$ cat src/arc_defs.vh
// constants for the converter reference, channel and result registers
`ifndef ARC_DEFS_VH
`define ARC_DEFS_VH

// register byte addresses
`define ARC_ADDR_PORT_ANALOG_CONFIG 20'hf0017
`define ARC_ADDR_RESULT_WIDE_LO 20'hfff1e
`define ARC_ADDR_RESULT_HIGH_BYTE 20'hfff1f
`define ARC_ADDR_PORT_TWO_DIR 20'hfff22
`define ARC_ADDR_PORT_FIFTEEN_DIR 20'hfff2f
`define ARC_ADDR_CHANNEL_SELECT 20'hfff31
`define ARC_ADDR_REF_VOLTAGE_CTRL 20'hfff36

// reset values
`define ARC_RST_PORT_ANALOG_CONFIG 5'h10
`define ARC_RST_RESULT_WIDE 16'h0000
`define ARC_RST_RESULT_HIGH_BYTE 8'h00
`define ARC_RST_PORT_DIR 8'hff
`define ARC_RST_CHANNEL_SELECT 4'h0
`define ARC_RST_REF_VOLTAGE_CTRL 8'h00

// reference voltage control field positions
`define ARC_BIT_NEG_REF_SELECT 7
`define ARC_BIT_REF_OUTPUT_SELECT 3
`define ARC_BIT_REF_LEVEL_SELECT 1
`define ARC_BIT_REF_OUTPUT_ENABLE 0
`define ARC_REF_CTRL_MASK 8'h8b

// port fifteen direction: bits 6..3 fixed at one
`define ARC_PORT_FIFTEEN_FIXED 8'h78

// channel codes
`define ARC_CHAN_LAST_LOW 4'ha
`define ARC_CHAN_FIFTEEN 4'hf

// supply mode code of normal mode 1
`define ARC_SUPPLY_NORMAL_ONE 2'h0

`endif

$ cat src/arc_pin_map.v
// per-pin analog/digital decode and conversion eligibility
`timescale 1ns/1ps
`default_nettype none

module arc_pin_map #(
  parameter NPIN = 12
) (
  // configuration inputs
  input wire [4:0] port_config,
  input wire [NPIN-1:0] pin_input_mode,
  input wire [2:0] opamp_enable,
  input wire negative_ref_select,
  // per-pin decode results
  output wire [NPIN-1:0] pin_analog,
  output wire [NPIN-1:0] pin_convertible,
  output wire [NPIN-1:0] pin_opamp_out
);

  ////////////////////////////////////////////////////////////////////////////
  // one slice per pin; pin 11 stands for channel 15
  genvar i;
  generate
    for (i = 0; i < NPIN; i = i + 1) begin : g_pin
      // channel number carried by this pin
      localparam [4:0] CHAN = (i == NPIN - 1) ? 5'h0f : i;
      // op-amp owning this pin, none above channel 8
      localparam integer AMP = (i < 9) ? (i / 3) : 0;
      localparam HAS_AMP = (i < 9);
      localparam IS_AMP_OUT = HAS_AMP && ((i % 3) == 1);
      wire amp_on;
      wire ref_pin_busy;
      assign amp_on = HAS_AMP ? opamp_enable[AMP] : 1'b0;
      // channel 15 pin doubles as the negative reference input
      assign ref_pin_busy = (i == NPIN - 1) ? negative_ref_select : 1'b0;
      // value k makes all channels below k digital
      assign pin_analog[i] = ~(port_config > CHAN); // see [RULE16]
      // converted only as analog input with no op-amp claim
      assign pin_convertible[i] = pin_analog[i] & pin_input_mode[i] &
        ~ref_pin_busy & (~amp_on | IS_AMP_OUT); // see [RULE21] see [RULE20]
      // op-amp output still usable as the conversion source
      assign pin_opamp_out[i] = amp_on & IS_AMP_OUT; // see [RULE20]
    end
  endgenerate

endmodule // arc_pin_map

`default_nettype wire

$ cat src/arc_top.v
// converter reference selection, channel, port config and result registers
//
// Functional notes
// [RULE1] level bit: clear 2.5 V, set 2.0 V
// [RULE2] software uses only six legal reference codes
// [RULE3] boost runs for external 2.0 or enabled output
// [RULE4] all-zero reference code only in normal mode 1
// [RULE5] software waits 10 us boost before conversion
// [RULE6] software sets select before enable
// [RULE7] software keeps level bit while reference enabled
// [RULE8] positive/negative reference chosen from control bits
// [RULE9] wide result 16 bits, top four zero
// [RULE10] upper four bits high byte, lower eight low
// [RULE11] wide result read-only, word read, resets zero
// [RULE12] high byte shows top eight result bits
// [RULE13] software reads result before config writes
// [RULE14] channel codes 0 to 10 and 15
// [RULE15] software writes zero to channel bits 7..4
// [RULE16] config k makes k lowest channels digital
// [RULE17] software uses input mode, never digital pins
// [RULE18] direction bit 0 output, 1 input, reset ff
// [RULE19] analog pins read as zero
// [RULE20] op-amp claims its pins except its output
// [RULE21] analog input pin converted when selected
// [RULE22] negative select: clear ground, set external pin
// [RULE23] both result views update on same edge
`timescale 1ns/1ps
`default_nettype none
`include "arc_defs.vh"

module arc_top #(
  parameter NPIN = 12
) (
  // clock and reset
  input wire mclk,
  input wire rst_n,
  // cpu register access
  input wire [19:0] cpu_addr,
  input wire cpu_wr,
  input wire cpu_rd,
  input wire cpu_word,
  input wire [7:0] cpu_wdata,
  output reg [15:0] cpu_rdata,
  output reg cpu_rvalid,
  // converter core
  input wire conv_done,
  input wire [11:0] sar_result,
  input wire [1:0] supply_mode,
  input wire [2:0] opamp_enable,
  // reference and boost controls
  output reg ref_level_2v0,
  output reg ref_output_on,
  output reg boost_enable,
  output reg pos_ref_internal,
  output reg neg_ref_external,
  output reg ref_mode_conflict,
  // channel controls
  output reg [3:0] conv_channel,
  output reg conv_channel_legal,
  output reg conv_channel_ok,
  output reg conv_from_opamp,
  // pins
  input wire [7:0] pin_level_p2,
  input wire [7:0] pin_level_p15,
  output reg [7:0] p2_out_enable,
  output reg [7:0] p15_out_enable,
  output reg [7:0] p2_pin_view,
  output reg [7:0] p15_pin_view,
  output reg [NPIN-1:0] pin_analog_mode
);

  ////////////////////////////////////////////////////////////////////////////
  // software registers
  reg [7:0] reference_voltage_control; // control bits
  reg [3:0] analog_channel_select; // channel code
  reg [4:0] port_analog_config; // analog/digital split
  reg [7:0] port_two_direction; // port 2 direction
  reg [3:0] port_fifteen_direction; // bits 7,2,1,0 kept
  reg [15:0] conversion_result_wide; // 12-bit result
  reg [7:0] conversion_result_high_byte; // top eight bits

  // decoded control bits
  wire neg_sel;
  wire ref_sel;
  wire lvl_sel;
  wire ref_en;
  wire [7:0] p15_dir;
  wire [NPIN-1:0] pin_input_mode;
  wire [NPIN-1:0] pin_analog;
  wire [NPIN-1:0] pin_convertible;
  wire [NPIN-1:0] pin_opamp_out;
  wire [3:0] chan_pin;
  wire chan_legal;
  reg [15:0] next_rdata;

  assign neg_sel = reference_voltage_control[`ARC_BIT_NEG_REF_SELECT];
  assign ref_sel = reference_voltage_control[`ARC_BIT_REF_OUTPUT_SELECT];
  assign lvl_sel = reference_voltage_control[`ARC_BIT_REF_LEVEL_SELECT];
  assign ref_en = reference_voltage_control[`ARC_BIT_REF_OUTPUT_ENABLE];

  // full port fifteen view with fixed ones
  assign p15_dir = {port_fifteen_direction[3], 4'hf,
    port_fifteen_direction[2:0]};

  // input mode per pin, pin 11 is channel 15 on bit 7
  assign pin_input_mode = {p15_dir[7], p15_dir[2:0], port_two_direction};

  ////////////////////////////////////////////////////////////////////////////
  // channel decode
  assign chan_legal = (analog_channel_select <= `ARC_CHAN_LAST_LOW) ||
    (analog_channel_select == `ARC_CHAN_FIFTEEN); // see [RULE14]
  // pin index: channel 15 maps to the last pin slot
  assign chan_pin = (analog_channel_select == `ARC_CHAN_FIFTEEN) ?
    4'hb : analog_channel_select;

  // per-pin decode
  arc_pin_map #(
    .NPIN(NPIN)
  ) u_pin_map (
    .port_config(port_analog_config),
    .pin_input_mode(pin_input_mode),
    .opamp_enable(opamp_enable),
    .negative_ref_select(neg_sel),
    .pin_analog(pin_analog),
    .pin_convertible(pin_convertible),
    .pin_opamp_out(pin_opamp_out)
  );

  ////////////////////////////////////////////////////////////////////////////
  // register writes; byte writes only, result registers ignore writes
  always @(posedge mclk or negedge rst_n) begin
    if (!rst_n) begin
      reference_voltage_control <= `ARC_RST_REF_VOLTAGE_CTRL;
      analog_channel_select <= `ARC_RST_CHANNEL_SELECT; // see [RULE14]
      port_analog_config <= `ARC_RST_PORT_ANALOG_CONFIG; // see [RULE16]
      port_two_direction <= `ARC_RST_PORT_DIR; // see [RULE18]
      port_fifteen_direction <= 4'hf; // see [RULE18]
    end else if (cpu_wr) begin
      case (cpu_addr)
        `ARC_ADDR_REF_VOLTAGE_CTRL: begin
          // reserved bits stay zero
          reference_voltage_control <= cpu_wdata & `ARC_REF_CTRL_MASK;
        end
        `ARC_ADDR_CHANNEL_SELECT: begin
          // upper nibble held at zero
          analog_channel_select <= cpu_wdata[3:0];
        end
        `ARC_ADDR_PORT_ANALOG_CONFIG: begin
          port_analog_config <= cpu_wdata[4:0];
        end
        `ARC_ADDR_PORT_TWO_DIR: begin
          port_two_direction <= cpu_wdata; // see [RULE18]
        end
        `ARC_ADDR_PORT_FIFTEEN_DIR: begin
          // fixed bits 6..3 not stored
          port_fifteen_direction <= {cpu_wdata[7], cpu_wdata[2:0]};
        end
        default: begin
          // unmapped or read-only address, nothing stored
        end
      endcase
    end
  end

  ////////////////////////////////////////////////////////////////////////////
  // result capture: both views load on the same edge
  always @(posedge mclk or negedge rst_n) begin
    if (!rst_n) begin
      conversion_result_wide <= `ARC_RST_RESULT_WIDE; // see [RULE11]
      conversion_result_high_byte <= `ARC_RST_RESULT_HIGH_BYTE; // see [RULE12]
    end else if (conv_done) begin
      // top four bits forced zero
      conversion_result_wide <= {4'h0, sar_result}; // see [RULE9] see [RULE10]
      conversion_result_high_byte <= sar_result[11:4]; // see [RULE12] see [RULE23]
    end
  end

  ////////////////////////////////////////////////////////////////////////////
  // read data selection
  always @* begin
    next_rdata = 16'h0000;
    case (cpu_addr)
      `ARC_ADDR_RESULT_WIDE_LO: begin
        // word read gives the whole result, byte read the low byte
        if (cpu_word) begin
          next_rdata = conversion_result_wide; // see [RULE11]
        end else begin
          next_rdata = {8'h00, conversion_result_wide[7:0]}; // see [RULE10]
        end
      end
      `ARC_ADDR_RESULT_HIGH_BYTE: begin
        // byte read of the high address gives the top eight bits
        next_rdata = {8'h00, conversion_result_high_byte}; // see [RULE12]
      end
      `ARC_ADDR_REF_VOLTAGE_CTRL: begin
        next_rdata = {8'h00, reference_voltage_control};
      end
      `ARC_ADDR_CHANNEL_SELECT: begin
        next_rdata = {12'h000, analog_channel_select};
      end
      `ARC_ADDR_PORT_ANALOG_CONFIG: begin
        next_rdata = {11'h000, port_analog_config};
      end
      `ARC_ADDR_PORT_TWO_DIR: begin
        next_rdata = {8'h00, port_two_direction};
      end
      `ARC_ADDR_PORT_FIFTEEN_DIR: begin
        next_rdata = {8'h00, p15_dir};
      end
      default: begin
        // unmapped addresses read zero
        next_rdata = 16'h0000;
      end
    endcase
  end

  // registered read answer one cycle after the strobe
  always @(posedge mclk or negedge rst_n) begin
    if (!rst_n) begin
      cpu_rdata <= 16'h0000;
      cpu_rvalid <= 1'b0;
    end else begin
      cpu_rvalid <= cpu_rd;
      if (cpu_rd) begin
        cpu_rdata <= next_rdata;
      end
    end
  end

  ////////////////////////////////////////////////////////////////////////////
  // reference, boost and channel outputs
  always @(posedge mclk or negedge rst_n) begin
    if (!rst_n) begin
      ref_level_2v0 <= 1'b0;
      ref_output_on <= 1'b0;
      boost_enable <= 1'b0;
      pos_ref_internal <= 1'b0;
      neg_ref_external <= 1'b0;
      ref_mode_conflict <= 1'b0;
      conv_channel <= 4'h0;
      conv_channel_legal <= 1'b1;
      conv_channel_ok <= 1'b0;
      conv_from_opamp <= 1'b0;
    end else begin
      // level select: clear 2.5 V, set 2.0 V
      ref_level_2v0 <= lvl_sel; // see [RULE1]
      // reference output runs only when selected and enabled
      ref_output_on <= ref_sel & ref_en;
      // boost for external 2.0 setting or running reference
      boost_enable <= (lvl_sel & ~ref_sel) | (ref_sel & ref_en); // see [RULE3]
      // positive reference internal only when selected and enabled
      pos_ref_internal <= ref_sel & ref_en; // see [RULE8]
      // negative reference external pin or ground
      neg_ref_external <= neg_sel; // see [RULE8] see [RULE22]
      // all-zero reference code outside normal mode 1 is flagged
      ref_mode_conflict <= ~ref_sel & ~lvl_sel & ~ref_en &
        (supply_mode != `ARC_SUPPLY_NORMAL_ONE); // see [RULE4]
      conv_channel <= analog_channel_select; // see [RULE14]
      conv_channel_legal <= chan_legal; // see [RULE14]
      // selected pin must be eligible and the code legal
      conv_channel_ok <= chan_legal & pin_convertible[chan_pin]; // see [RULE21]
      conv_from_opamp <= chan_legal & pin_opamp_out[chan_pin]; // see [RULE20]
    end
  end

  ////////////////////////////////////////////////////////////////////////////
  // pin buffers and port data view
  always @(posedge mclk or negedge rst_n) begin
    if (!rst_n) begin
      p2_out_enable <= 8'h00;
      p15_out_enable <= 8'h00;
      p2_pin_view <= 8'h00;
      p15_pin_view <= 8'h00;
      pin_analog_mode <= {NPIN{1'b1}};
    end else begin
      // direction bit 0 turns the output buffer on
      p2_out_enable <= ~port_two_direction; // see [RULE18]
      p15_out_enable <= ~p15_dir; // see [RULE18]
      // analog pins read as zero whatever the level
      p2_pin_view <= pin_level_p2 & ~pin_analog[7:0]; // see [RULE19]
      p15_pin_view <= pin_level_p15 &
        ~{pin_analog[11], 4'h0, pin_analog[10:8]}; // see [RULE19]
      pin_analog_mode <= pin_analog; // see [RULE16]
    end
  end

endmodule // arc_top

`default_nettype wire

$ cat config.mk
export PLATFORM = sky130hd
export DESIGN_NAME = arc_top
export DESIGN_NICKNAME = d
export VERILOG_FILES = /design/src/arc_pin_map.v /design/src/arc_top.v
export VERILOG_INCLUDE_DIRS = /design/src /design/src/src
export SDC_FILE = /design/constraint.sdc
export NUM_CORES = 1
export LEC_CHECK = 0
export ABC_AREA = 1
export BUFFER_PORTS_ARGS = -buffer_cell sky130_fd_sc_hd__clkbuf_2
export CORE_MARGIN = 1
export CORE_UTILIZATION = 40
export CTS_CLUSTER_SIZE = 40
export DETAILED_ROUTE_END_ITERATION = 12
export PLACE_DENSITY = 0.67
export SYNTH_ARGS = -nofsm -noshare
export SYNTH_HDL_FRONTEND = slang
export SYNTH_SLANG_ARGS = --single-unit
$ cat constraint.sdc
create_clock -name mclk -period 1.4 [get_ports mclk]
set_clock_uncertainty 0.2 [all_clocks]
set_input_delay 0.07 -clock mclk [delete_from_list [all_inputs] [get_ports mclk]]
set_output_delay 0.07 -clock mclk [all_outputs]
set_load 0.03 [all_outputs]
==> results of run 1 <==
## stage by stage
stage,utilization,power (mW),std cells
floorplan,-,3.23,511
global placement,0.519,3.44,813
detailed placement,0.519,3.45,813
CTS,0.600,5.93,890
global route,0.605,6.10,889
finish,0.605,5.88,889
## cell families (layout without fill, tap and decap cells)
kind of cell / after synthesis / after routing / synth area share
AND/OR/NAND/NOR: 244 / 244 / 0.254
flip-flops: 102 / 102 / 0.571
buffers and inverters: 90 / 328 / 0.0871
AO/OA/AOI/OAI: 65 / 65 / 0.0824
other: 1 / 8 / 0.000828
XOR/XNOR: 1 / 1 / 0.00194
multiplexers: 1 / 1 / 0.00249
## area by class of cell
class                           instances  area [um^2]
Inverter                               71          267
Clock inverter                          5         41.3
Timing Repair Buffer                  241         1690
Fill cell                             973         4320
Tap cell                              140          175
Clock buffer                           11          233
Sequential cell                       102         2590
Multi-Input combinational cell        319         1620
## registers in the layout, indices dropped and copies added (netlist names), 5 cells and up
| register | cells |
|---|---|
| conversion_result_high_byte | 8 |
| cpu_rdata | 12 |
| p15_pin_view | 8 |
| p2_out_enable | 8 |
| p2_pin_view | 8 |
| pin_analog_mode | 12 |
| port_analog_config | 5 |
| port_two_direction | 8 |
## layer usage
metal | track usage | vias to the layer above | part of all wire
li1 | - | 2061 | -
met1 | 0.246 | 1884 | 0.42
met2 | 0.400 | 154 | 0.50
met3 | 0.0313 | 19 | 0.055
met4 | 0.0869 | 0 | 0.022
met5 | 0 | - | 0
## synth_stat cells (3+ instances only)
| master | instances | share of area |
|---|---|---|
| sky130_fd_sc_hd__a21oi_1 | 3 | 0.0033 |
| sky130_fd_sc_hd__buf_2 | 3 | 0.0033 |
| sky130_fd_sc_hd__buf_4 | 10 | 0.017 |
| sky130_fd_sc_hd__clkbuf_1 | 4 | 0.0033 |
| sky130_fd_sc_hd__dfrtp_1 | 76 | 0.42 |
| sky130_fd_sc_hd__dfstp_2 | 26 | 0.15 |
| sky130_fd_sc_hd__inv_1 | 69 | 0.057 |
| sky130_fd_sc_hd__nand2_1 | 125 | 0.10 |
| sky130_fd_sc_hd__nand2_2 | 6 | 0.0083 |
| sky130_fd_sc_hd__nand3_1 | 43 | 0.048 |
| sky130_fd_sc_hd__nand4_1 | 8 | 0.011 |
| sky130_fd_sc_hd__nor2_1 | 41 | 0.034 |
| sky130_fd_sc_hd__nor2_4 | 9 | 0.022 |
| sky130_fd_sc_hd__nor3_1 | 3 | 0.0033 |
| sky130_fd_sc_hd__o21ai_0 | 37 | 0.041 |
| sky130_fd_sc_hd__o21ai_1 | 10 | 0.011 |
| sky130_fd_sc_hd__o21ai_2 | 9 | 0.017 |
## cell usage in the layout, fill, tap and decap left out, types with 2 or more instances in the layout
cell type	Yosys	routed
sky130_fd_sc_hd__clkbuf_2	0	130
sky130_fd_sc_hd__nand2_1	125	121
sky130_fd_sc_hd__dfrtp_1	76	74
sky130_fd_sc_hd__inv_1	69	66
sky130_fd_sc_hd__dlygate4sd3_1	0	56
sky130_fd_sc_hd__buf_4	10	45
sky130_fd_sc_hd__nand3_1	43	41
sky130_fd_sc_hd__nor2_1	41	37
sky130_fd_sc_hd__o21ai_0	37	34
sky130_fd_sc_hd__dfstp_2	26	26
sky130_fd_sc_hd__o21ai_2	9	12
sky130_fd_sc_hd__o21ai_1	10	10
sky130_fd_sc_hd__nor2_4	9	9
sky130_fd_sc_hd__nand2_2	6	9
sky130_fd_sc_hd__clkbuf_16	0	9
sky130_fd_sc_hd__nand4_1	8	8
sky130_fd_sc_hd__conb_1	1	8
sky130_fd_sc_hd__nor2_2	2	6
sky130_fd_sc_hd__inv_2	2	5
sky130_fd_sc_hd__buf_6	2	5
sky130_fd_sc_hd__nand3_2	2	4
sky130_fd_sc_hd__a21oi_1	3	3
sky130_fd_sc_hd__nor3_1	3	3
sky130_fd_sc_hd__inv_6	0	3
sky130_fd_sc_hd__buf_12	0	3
sky130_fd_sc_hd__nand2_4	1	2
sky130_fd_sc_hd__o21bai_1	2	2
sky130_fd_sc_hd__dfrtp_2	0	2
sky130_fd_sc_hd__clkbuf_1	4	2
sky130_fd_sc_hd__clkinvlp_4	0	2
sky130_fd_sc_hd__dlymetal6s4s_1	0	2
## worst min-delay path, stage by stage
cell and delay [ps]:
sky130_fd_sc_hd__clkbuf_2 90, sky130_fd_sc_hd__buf_4 160, sky130_fd_sc_hd__nand2_1 60, sky130_fd_sc_hd__o21ai_0 60
## worst max-delay path by stage
stage                                           start                        end  slack (ps)
finish              port_analog_config[4]$_DFFE_PN1P_  conv_channel_ok$_DFF_PN0_        -130
global route        port_analog_config[3]$_DFFE_PN0P_  conv_channel_ok$_DFF_PN0_        -250
CTS                 port_analog_config[3]$_DFFE_PN0P_  conv_channel_ok$_DFF_PN0_        -110
detailed placement  port_analog_config[1]$_DFFE_PN0P_  conv_channel_ok$_DFF_PN0_        -130
global placement    port_analog_config[0]$_DFFE_PN0P_  conv_channel_ok$_DFF_PN0_        -130
floorplan           port_analog_config[3]$_DFFE_PN0P_  conv_channel_ok$_DFF_PN0_         -70
## repair_timing
item                       CTS  global route
pin swaps                    3            10
hold endpoints to repair   167             2
hold buffers                59             2
setup endpoints to repair    3            24
buffers inserted             2             3
gates resized for setup      4            24
## power breakdown
| group | switching (mW) | internal, mW |
|---|---|---|
| sequential | 0.0179 | 2.99 |
| clock | 1.13 | 1.23 |
| combinational | 0.278 | 0.234 |
| total | 1.43 | 4.45 |
==> results by stage, run 1 <==
Yosys:
- Of the synthesized area, sequential elements account for 0.571.
- The netlist uses 34 different library cells.
- Yosys mapped a number of flops with a built-in enable equal to 0.
- Synthesis produced 504 cells.
- The synthesized design contains 102 register bits.
- The mean instance size in the synthesized netlist is roughly 9 um^2.
- Of all flip-flops after synthesis, the portion carrying an async set or reset was 1.00.
- The Yosys warning count is 0.
- In the synthesized netlist the dominant register cell turns out to be sky130_fd_sc_hd__dfrtp_1.
- The synthesized cell area is 4530 um^2.

Critical path:
- The reg-to-reg setup timing slack is -130 ps.
- The depth of the critical timing path with buffers and inverters included is 7.
- The endpoint required time on the critical path is 1480 ps.
- The startpoint-to-endpoint class of the critical path is reg2reg.
- The worst setup path is launched from a flip-flop.
- The slowest stage of the critical path is the sky130_fd_sc_hd__dfstp_2 cell.
- Walking the worst path, the cells encountered are buf_4, buf_4, a21oi_2, nand2_1, a211oi_1, nand3_1, nand2_1.
- The arrival time of data at the critical path endpoint is 1620 ps.
- The startpoint of the most critical register-to-register path is port_analog_config[4]$_DFFE_PN1P_.
- Grouping stages by cell kind, the critical path spends the most delay in flip-flops.
- The maximum fanout along the worst path is 3.
- The endpoint of the worst-slack reg-to-reg timing path is conv_channel_ok$_DFF_PN0_.
- The worst setup path is captured at a flip-flop.
- The combined buffer and inverter count along the critical path is 2.
- The number of cells on the worst reg-to-reg path is 7.
- The maximum cell stage delay along the critical path is just under 400 ps.

Placed design:
- The sum of net half-perimeters after detailed placement is between 8 and 9 mm.
- The routability congestion estimate from global placement is about 0.86.
- After detailed placement, the total cell area comes to 5670 um^2.
- The number of port buffers is 132.
- The setup slack at placement is -129 ps.

Worst hold path:
- The worst-case hold path end point is conversion_result_high_byte[1]$_DFFE_PN0P_.
- The type of the tightest min-delay check is in2reg.
- In this run the most critical hold path is launched from conv_done.
- The number of cells traversed by the worst hold path is 4.

Detailed routing:
- After the first detailed-routing iteration, the DRC count stood at 146.
- The DRC violation count after routing is 0.
- In the routed layout, each cell is associated on average with a via count of 4.63.
- The final wirelength is 12.0 mm.
- The remaining number of nets flagged by the antenna check after routing is 0.
- Dividing the detail-routed wire length by the instance count gives 13.5 um.
- The via count is 4,118.
- The number of optimization iterations in the first detailed-route pass is 4.

Clocking:
- For the worst-skew pair, the clock arrives at the later sink with an insertion delay of roughly 350 ps.
- The total number of clock tree sinks is roughly 100.
- The cell sitting at the root of the clock tree is a sky130_fd_sc_hd__clkbuf_16.
- The clock passes through at most 2 buffers.
- TritonCTS created 9 clock buffers.
- The post-CTS clock slew at the launch and capture registers of the worst setup and hold paths is ~70 ps.
- The deepest level of the CTS H-tree is 3.
- TritonCTS built the clock tree.

Floorplanning:
- The number of placement rows is 38.
- The die span in x is 108 um.
- The die covers 11,700 um^2.
- The core region is 10,900 um^2.
- The initial utilization of the core area, before any placement, comes to 0.414.
- From bottom edge to top edge, the die measures approximately 110 um.
- The number of I/O pins is 141.

Power and ir drop:
- Dividing total power by cell area gives a power density of 889 nW/um^2.
- The maximum ir drop on the vdd rail is 0.536 mV.
- In this run the static leakage power is 3.39 nW.

Layout:
- 0 antenna diodes ended up in the layout.
- The area growth from synthesis to layout is 46.1%.
- The finished cells cover 6610 um^2.
- In the final layout, the share of cells above drive strength 1 is 0.370.
- The net total in the final layout is ~810.

Run status:
- The flow ran to the end, but the final reports show violations.
- The checks that failed: hold timing, setup timing.

GRT:
- Entering global routing, the biggest net connects 57 pins.
- The total overflow left after global routing is 0.
- Across every metal layer, demand over resource in global routing totals 0.215.
- The number of global-route vias before repair is approximately 4.2k.
- The first-pass GRT wire length is 19.4 mm.
- The initial antenna violation count is 0.

STA:
- Timing would allow up to 652 MHz.
- Setup violations remaining at the end of the flow were counted as 3.
- The post-route minimum period is 1530 ps.
- Setup repair after global routing could not meet its margin everywhere.
- The total count of hold-check failures in the final report came to 1.
- The post-route setup TNS is -153 ps.
- The worst hold-check slack is -70.2 ps.
- The count of pins over their slew limit came to 0.
- Once routing completed, OpenROAD measured the worst setup slack at -134 ps.
- In the finished design, the share of the clock period the worst path needs comes to 1.10.

Job:
- Across the run, the number of max-cap violations was 0.
(Power assumes the default switching activity.)
==> run 2, diff against run 1 <==
--- a/config.mk
+++ b/config.mk
@@ -13,6 +13,7 @@
 export CTS_CLUSTER_SIZE = 40
 export DETAILED_ROUTE_END_ITERATION = 12
 export PLACE_DENSITY = 0.67
+export RECOVER_POWER = 25
 export SYNTH_ARGS = -nofsm -noshare
 export SYNTH_HDL_FRONTEND = slang
 export SYNTH_SLANG_ARGS = --single-unit
==> run 2 against run 1 <==
  * The flow still finishes with violations (hold timing, setup timing)
  * Wire length rose by 0.19%
  * Cell area fell by 0.40%
  * Total power fell by 0.30%
  * Via count rose by 0.15%
  * Clock power barely moved
  * Hold slack improved by 3.1 ps
  * Setup slack got worse by 1.1 ps
  * Largest cell class unchanged
==> results by stage, run 2 (synthesis results as in run 1) <==
Job:
- The max-cap violation count is 0.

Power and ir drop:
- The share of total power dissipated in the clock network is 0.402.
- The switching power is 1.42 mW.
- The relative contribution of combinational cells to total power is 0.086.
- Cell internal power was estimated by the tool at 4.44 mW.
- Power spread over the standard cell area amounts to about 900 nW/um^2.
- The leakage power total is about 3.4 nW.
- The proportion of power drawn by flip-flops and latches is 0.513.
- The fraction of power spent switching nets is 0.242.
- The maximum ir drop on the vdd rail is 0.536 mV.

Detailed routing:
- Before antenna repair, the detailed router went through 4 iterations.
- The met3 routed wirelength is 620 um.
- Wires add up to 12.0 mm.
- Summing over every cut layer, the via total after detailed routing is 4,124.
- The violation count after the first detailed-route iteration is around 150.
- Wire segments on met2 add up to 6.08 mm in the final route.
- Once detail routing completed, the nets flagged for antenna violations numbered 0.
- In the routed layout, each cell is associated on average with a via count of 4.64.
- The DRC violation count after routing is 0.
- The detailed router used layers up to and including met4.
- The detail-routed net length per standard cell is between 10 and 15 um.
- In the final routing, the length of wire on met1 measures 5.06 mm.

Floorplanning:
- The vertical die dimension is 108 um.
- After floorplanning, the core was divided into 38 placement rows.
- The effective utilization at floorplan is 0.414.
- The core box area is 10,900 um^2.
- During I/O placement, the number of pins put on the boundary was 141.
- The die covers 11,700 um^2.
- In this run the horizontal extent of the chip is 108 um.

GRT:
- The total global routing overflow is 0.
- The number of global-route vias before repair is 4,172.
- The first global-routing pass estimated 19.4 mm of wire.
- Entering global routing, the biggest net connects 57 pins.
- The initial antenna violation count is 0.
- The combined global-route utilization of all metal layers is 0.215.

Critical path:
- At the worst endpoint, the arrival time is 1620 ps.
- The launching element type of the critical path is a flip-flop.
- The worst setup path is captured at a flip-flop.
- Traced cell by cell, the critical path runs through nor2_4, inv_2, nor2_4, nand2_2, nand2_1, nand3_1, nor2_1, nand2_1, nand2_1, nand2_1, nand2_1.
- By startpoint and endpoint, the worst setup path is classified as reg2reg.
- The category of cells accounting for the largest share of critical-path delay is simple AND/OR/NAND/NOR gates.
- Counting stages on the worst path, the most repeated cell is sky130_fd_sc_hd__nand2_1.
- Setup slack on the worst reg-to-reg path comes out at -130 ps.
- Of all nets on the critical path, the largest fanout is 5.
- Data on the critical path is required at its endpoint by 1480 ps.
- The launch point of the worst path is port_analog_config[3]$_DFFE_PN0P_.
- The worst register-to-register path begins at port_analog_config[3]$_DFFE_PN0P_.
- Among all stages on the critical path, the largest delay is contributed by sky130_fd_sc_hd__dfrtp_2.
- Together, buffers and inverters on the worst path number 1.
- In this design, the stage delay of the slowest critical-path cell is 450 ps.

Layout:
- The number of antenna diodes in the final layout is 0.
- The area growth from synthesis to layout is 45.5%.
- The final core utilization is 0.602.
- The largest registers in the layout are cpu_rdata (12), pin_analog_mode (12).
- Of the cells placed in the final design, the portion with a size suffix greater than 1 is 0.367.
- The finished layout holds 889 standard cells, fillers aside.
- The finished cells cover 6590 um^2.
- The net total in the final layout is 811.
- Leaving out fill and tap cells, the most frequent cell in the layout is sky130_fd_sc_hd__clkbuf_2.
- In the layout the commonest cells are sky130_fd_sc_hd__clkbuf_2, sky130_fd_sc_hd__nand2_1, sky130_fd_sc_hd__dfrtp_1, sky130_fd_sc_hd__inv_1, sky130_fd_sc_hd__dlygate4sd3_1.

Clocking:
- The clock tree from TritonCTS is built.
- The buffer depth of the longest clock path is 2.
- The number of clock buffers inserted by TritonCTS is 9.
- CTS saw roughly 100 sinks.
- The H-tree was split into 3 levels.
- After clock tree synthesis, the clock-pin slew on the worst setup and hold paths is roughly 70 ps.
- The cell sitting at the root of the clock tree is a sky130_fd_sc_hd__clkbuf_16.
- The clock latency on the worst-skew pair is approximately 340 ps.

Run status:
- The flow ran to the end, but the final reports show violations.
- The checks that failed: hold timing, setup timing.

STA:
- The count of pins over their slew limit came to 0.
- Based on the critical path, the design can be clocked at up to roughly 650 MHz.
- In the finished design, the share of the clock period the worst path needs comes to 1.10.
- Setup total negative slack on the finished layout was measured at -156 ps.
- The slack of the critical path is -135 ps.
- Counting I/O delays and the setup requirement, the final critical path takes between 1500 and 2000 ps.
- Setup repair after global routing could not meet its margin everywhere.
- Setup violations remaining at the end of the flow were counted as 3.
- The total count of hold-check failures in the final report is 1.
- The worst hold-check slack is -67.1 ps.

Placed design:
- The placed instances occupy a cell area of between 5000 and 6000 um^2.
- The number of instances in the placed design is approximately 810.
- The number of port buffers is 132.
- Detailed placement ended at an HPWL of around 9 mm.
- Routability-driven placement finished with a final weighted congestion of 0.862.

Worst hold path:
- The type of the tightest min-delay check is in2reg.
- The origin of the worst min-delay path is conv_done.
==> run 2: cell type report <==
type | instances | area, um^2
clock buffers | 11 | 233
clock inverters | 5 | 41.3
fillers | 974 | 4350
inverters | 71 | 267
multi-input cells | 319 | 1620
flip-flops and latches | 102 | 2590
well taps | 140 | 175
repair buffers | 241 | 1660
==> run 2: per-stage QoR <==
stage          hold WS (ps)  power (mW)  setup WS [ps]
2_1_floorplan          -426        3.23          -71.1
3_3_place_gp           -271        3.44           -133
5_1_grt                3.36        6.08           -253
3_5_place_dp           -267        3.45           -129
6_report              -67.1        5.86           -135
4_1_cts                52.3        5.93           -113
==> run 2: worst reg2reg max path: stages, from the launching register on <==
cell and delay [ps]:
sky130_fd_sc_hd__dfrtp_2 450, sky130_fd_sc_hd__nor2_4 160, sky130_fd_sc_hd__inv_2 80, sky130_fd_sc_hd__nor2_4 120, sky130_fd_sc_hd__nand2_2 50, sky130_fd_sc_hd__nand2_1 50
sky130_fd_sc_hd__nand3_1 60, sky130_fd_sc_hd__nor2_1 100, sky130_fd_sc_hd__nand2_1 60, sky130_fd_sc_hd__nand2_1 50, sky130_fd_sc_hd__nand2_1 50, sky130_fd_sc_hd__nand2_1 50
==> run 2: timing repair <==
action / CTS / global route
hold buffers: 59 / 2
setup endpoints to repair: 3 / 24
pin swaps: 3 / 10
resized for setup: 4 / 24
setup buffers: 2 / 3
hold endpoints to repair: 167 / 2
==> run 2: path summary, 6_finish.rpt <==
check,to,depth (start not counted)
hold reg to reg,p2_out_enable[6]$_DFF_PN0_,1
max in group asynchronous,pin_analog_mode[11]$_DFF_PN1_,3
hold / removal,conversion_result_high_byte[1]$_DFFE_PN0P_,4
setup reg to reg,conv_channel_ok$_DFF_PN0_,11
min in group asynchronous,pin_analog_mode[3]$_DFF_PN1_,2
setup / recovery,conv_channel_ok$_DFF_PN0_,11
==> run 2: layer usage <==
layer,vias up,global-route usage
met5,-,0
met4,0,0.0869
met3,18,0.0313
met2,153,0.400
met1,1893,0.246
li1,2060,-
==> run 2: power groups by stage <==
stage | logic (mW) | clock network [mW] | registers, mW
after floorplan | 0.158 | 0 | 3.08
after global placement | 0.375 | 0 | 3.06
after detailed placement | 0.385 | 0 | 3.06
after CTS | 0.514 | 2.41 | 3.01
after global routing | 0.561 | 2.51 | 3.01
final | 0.502 | 2.35 | 3.01
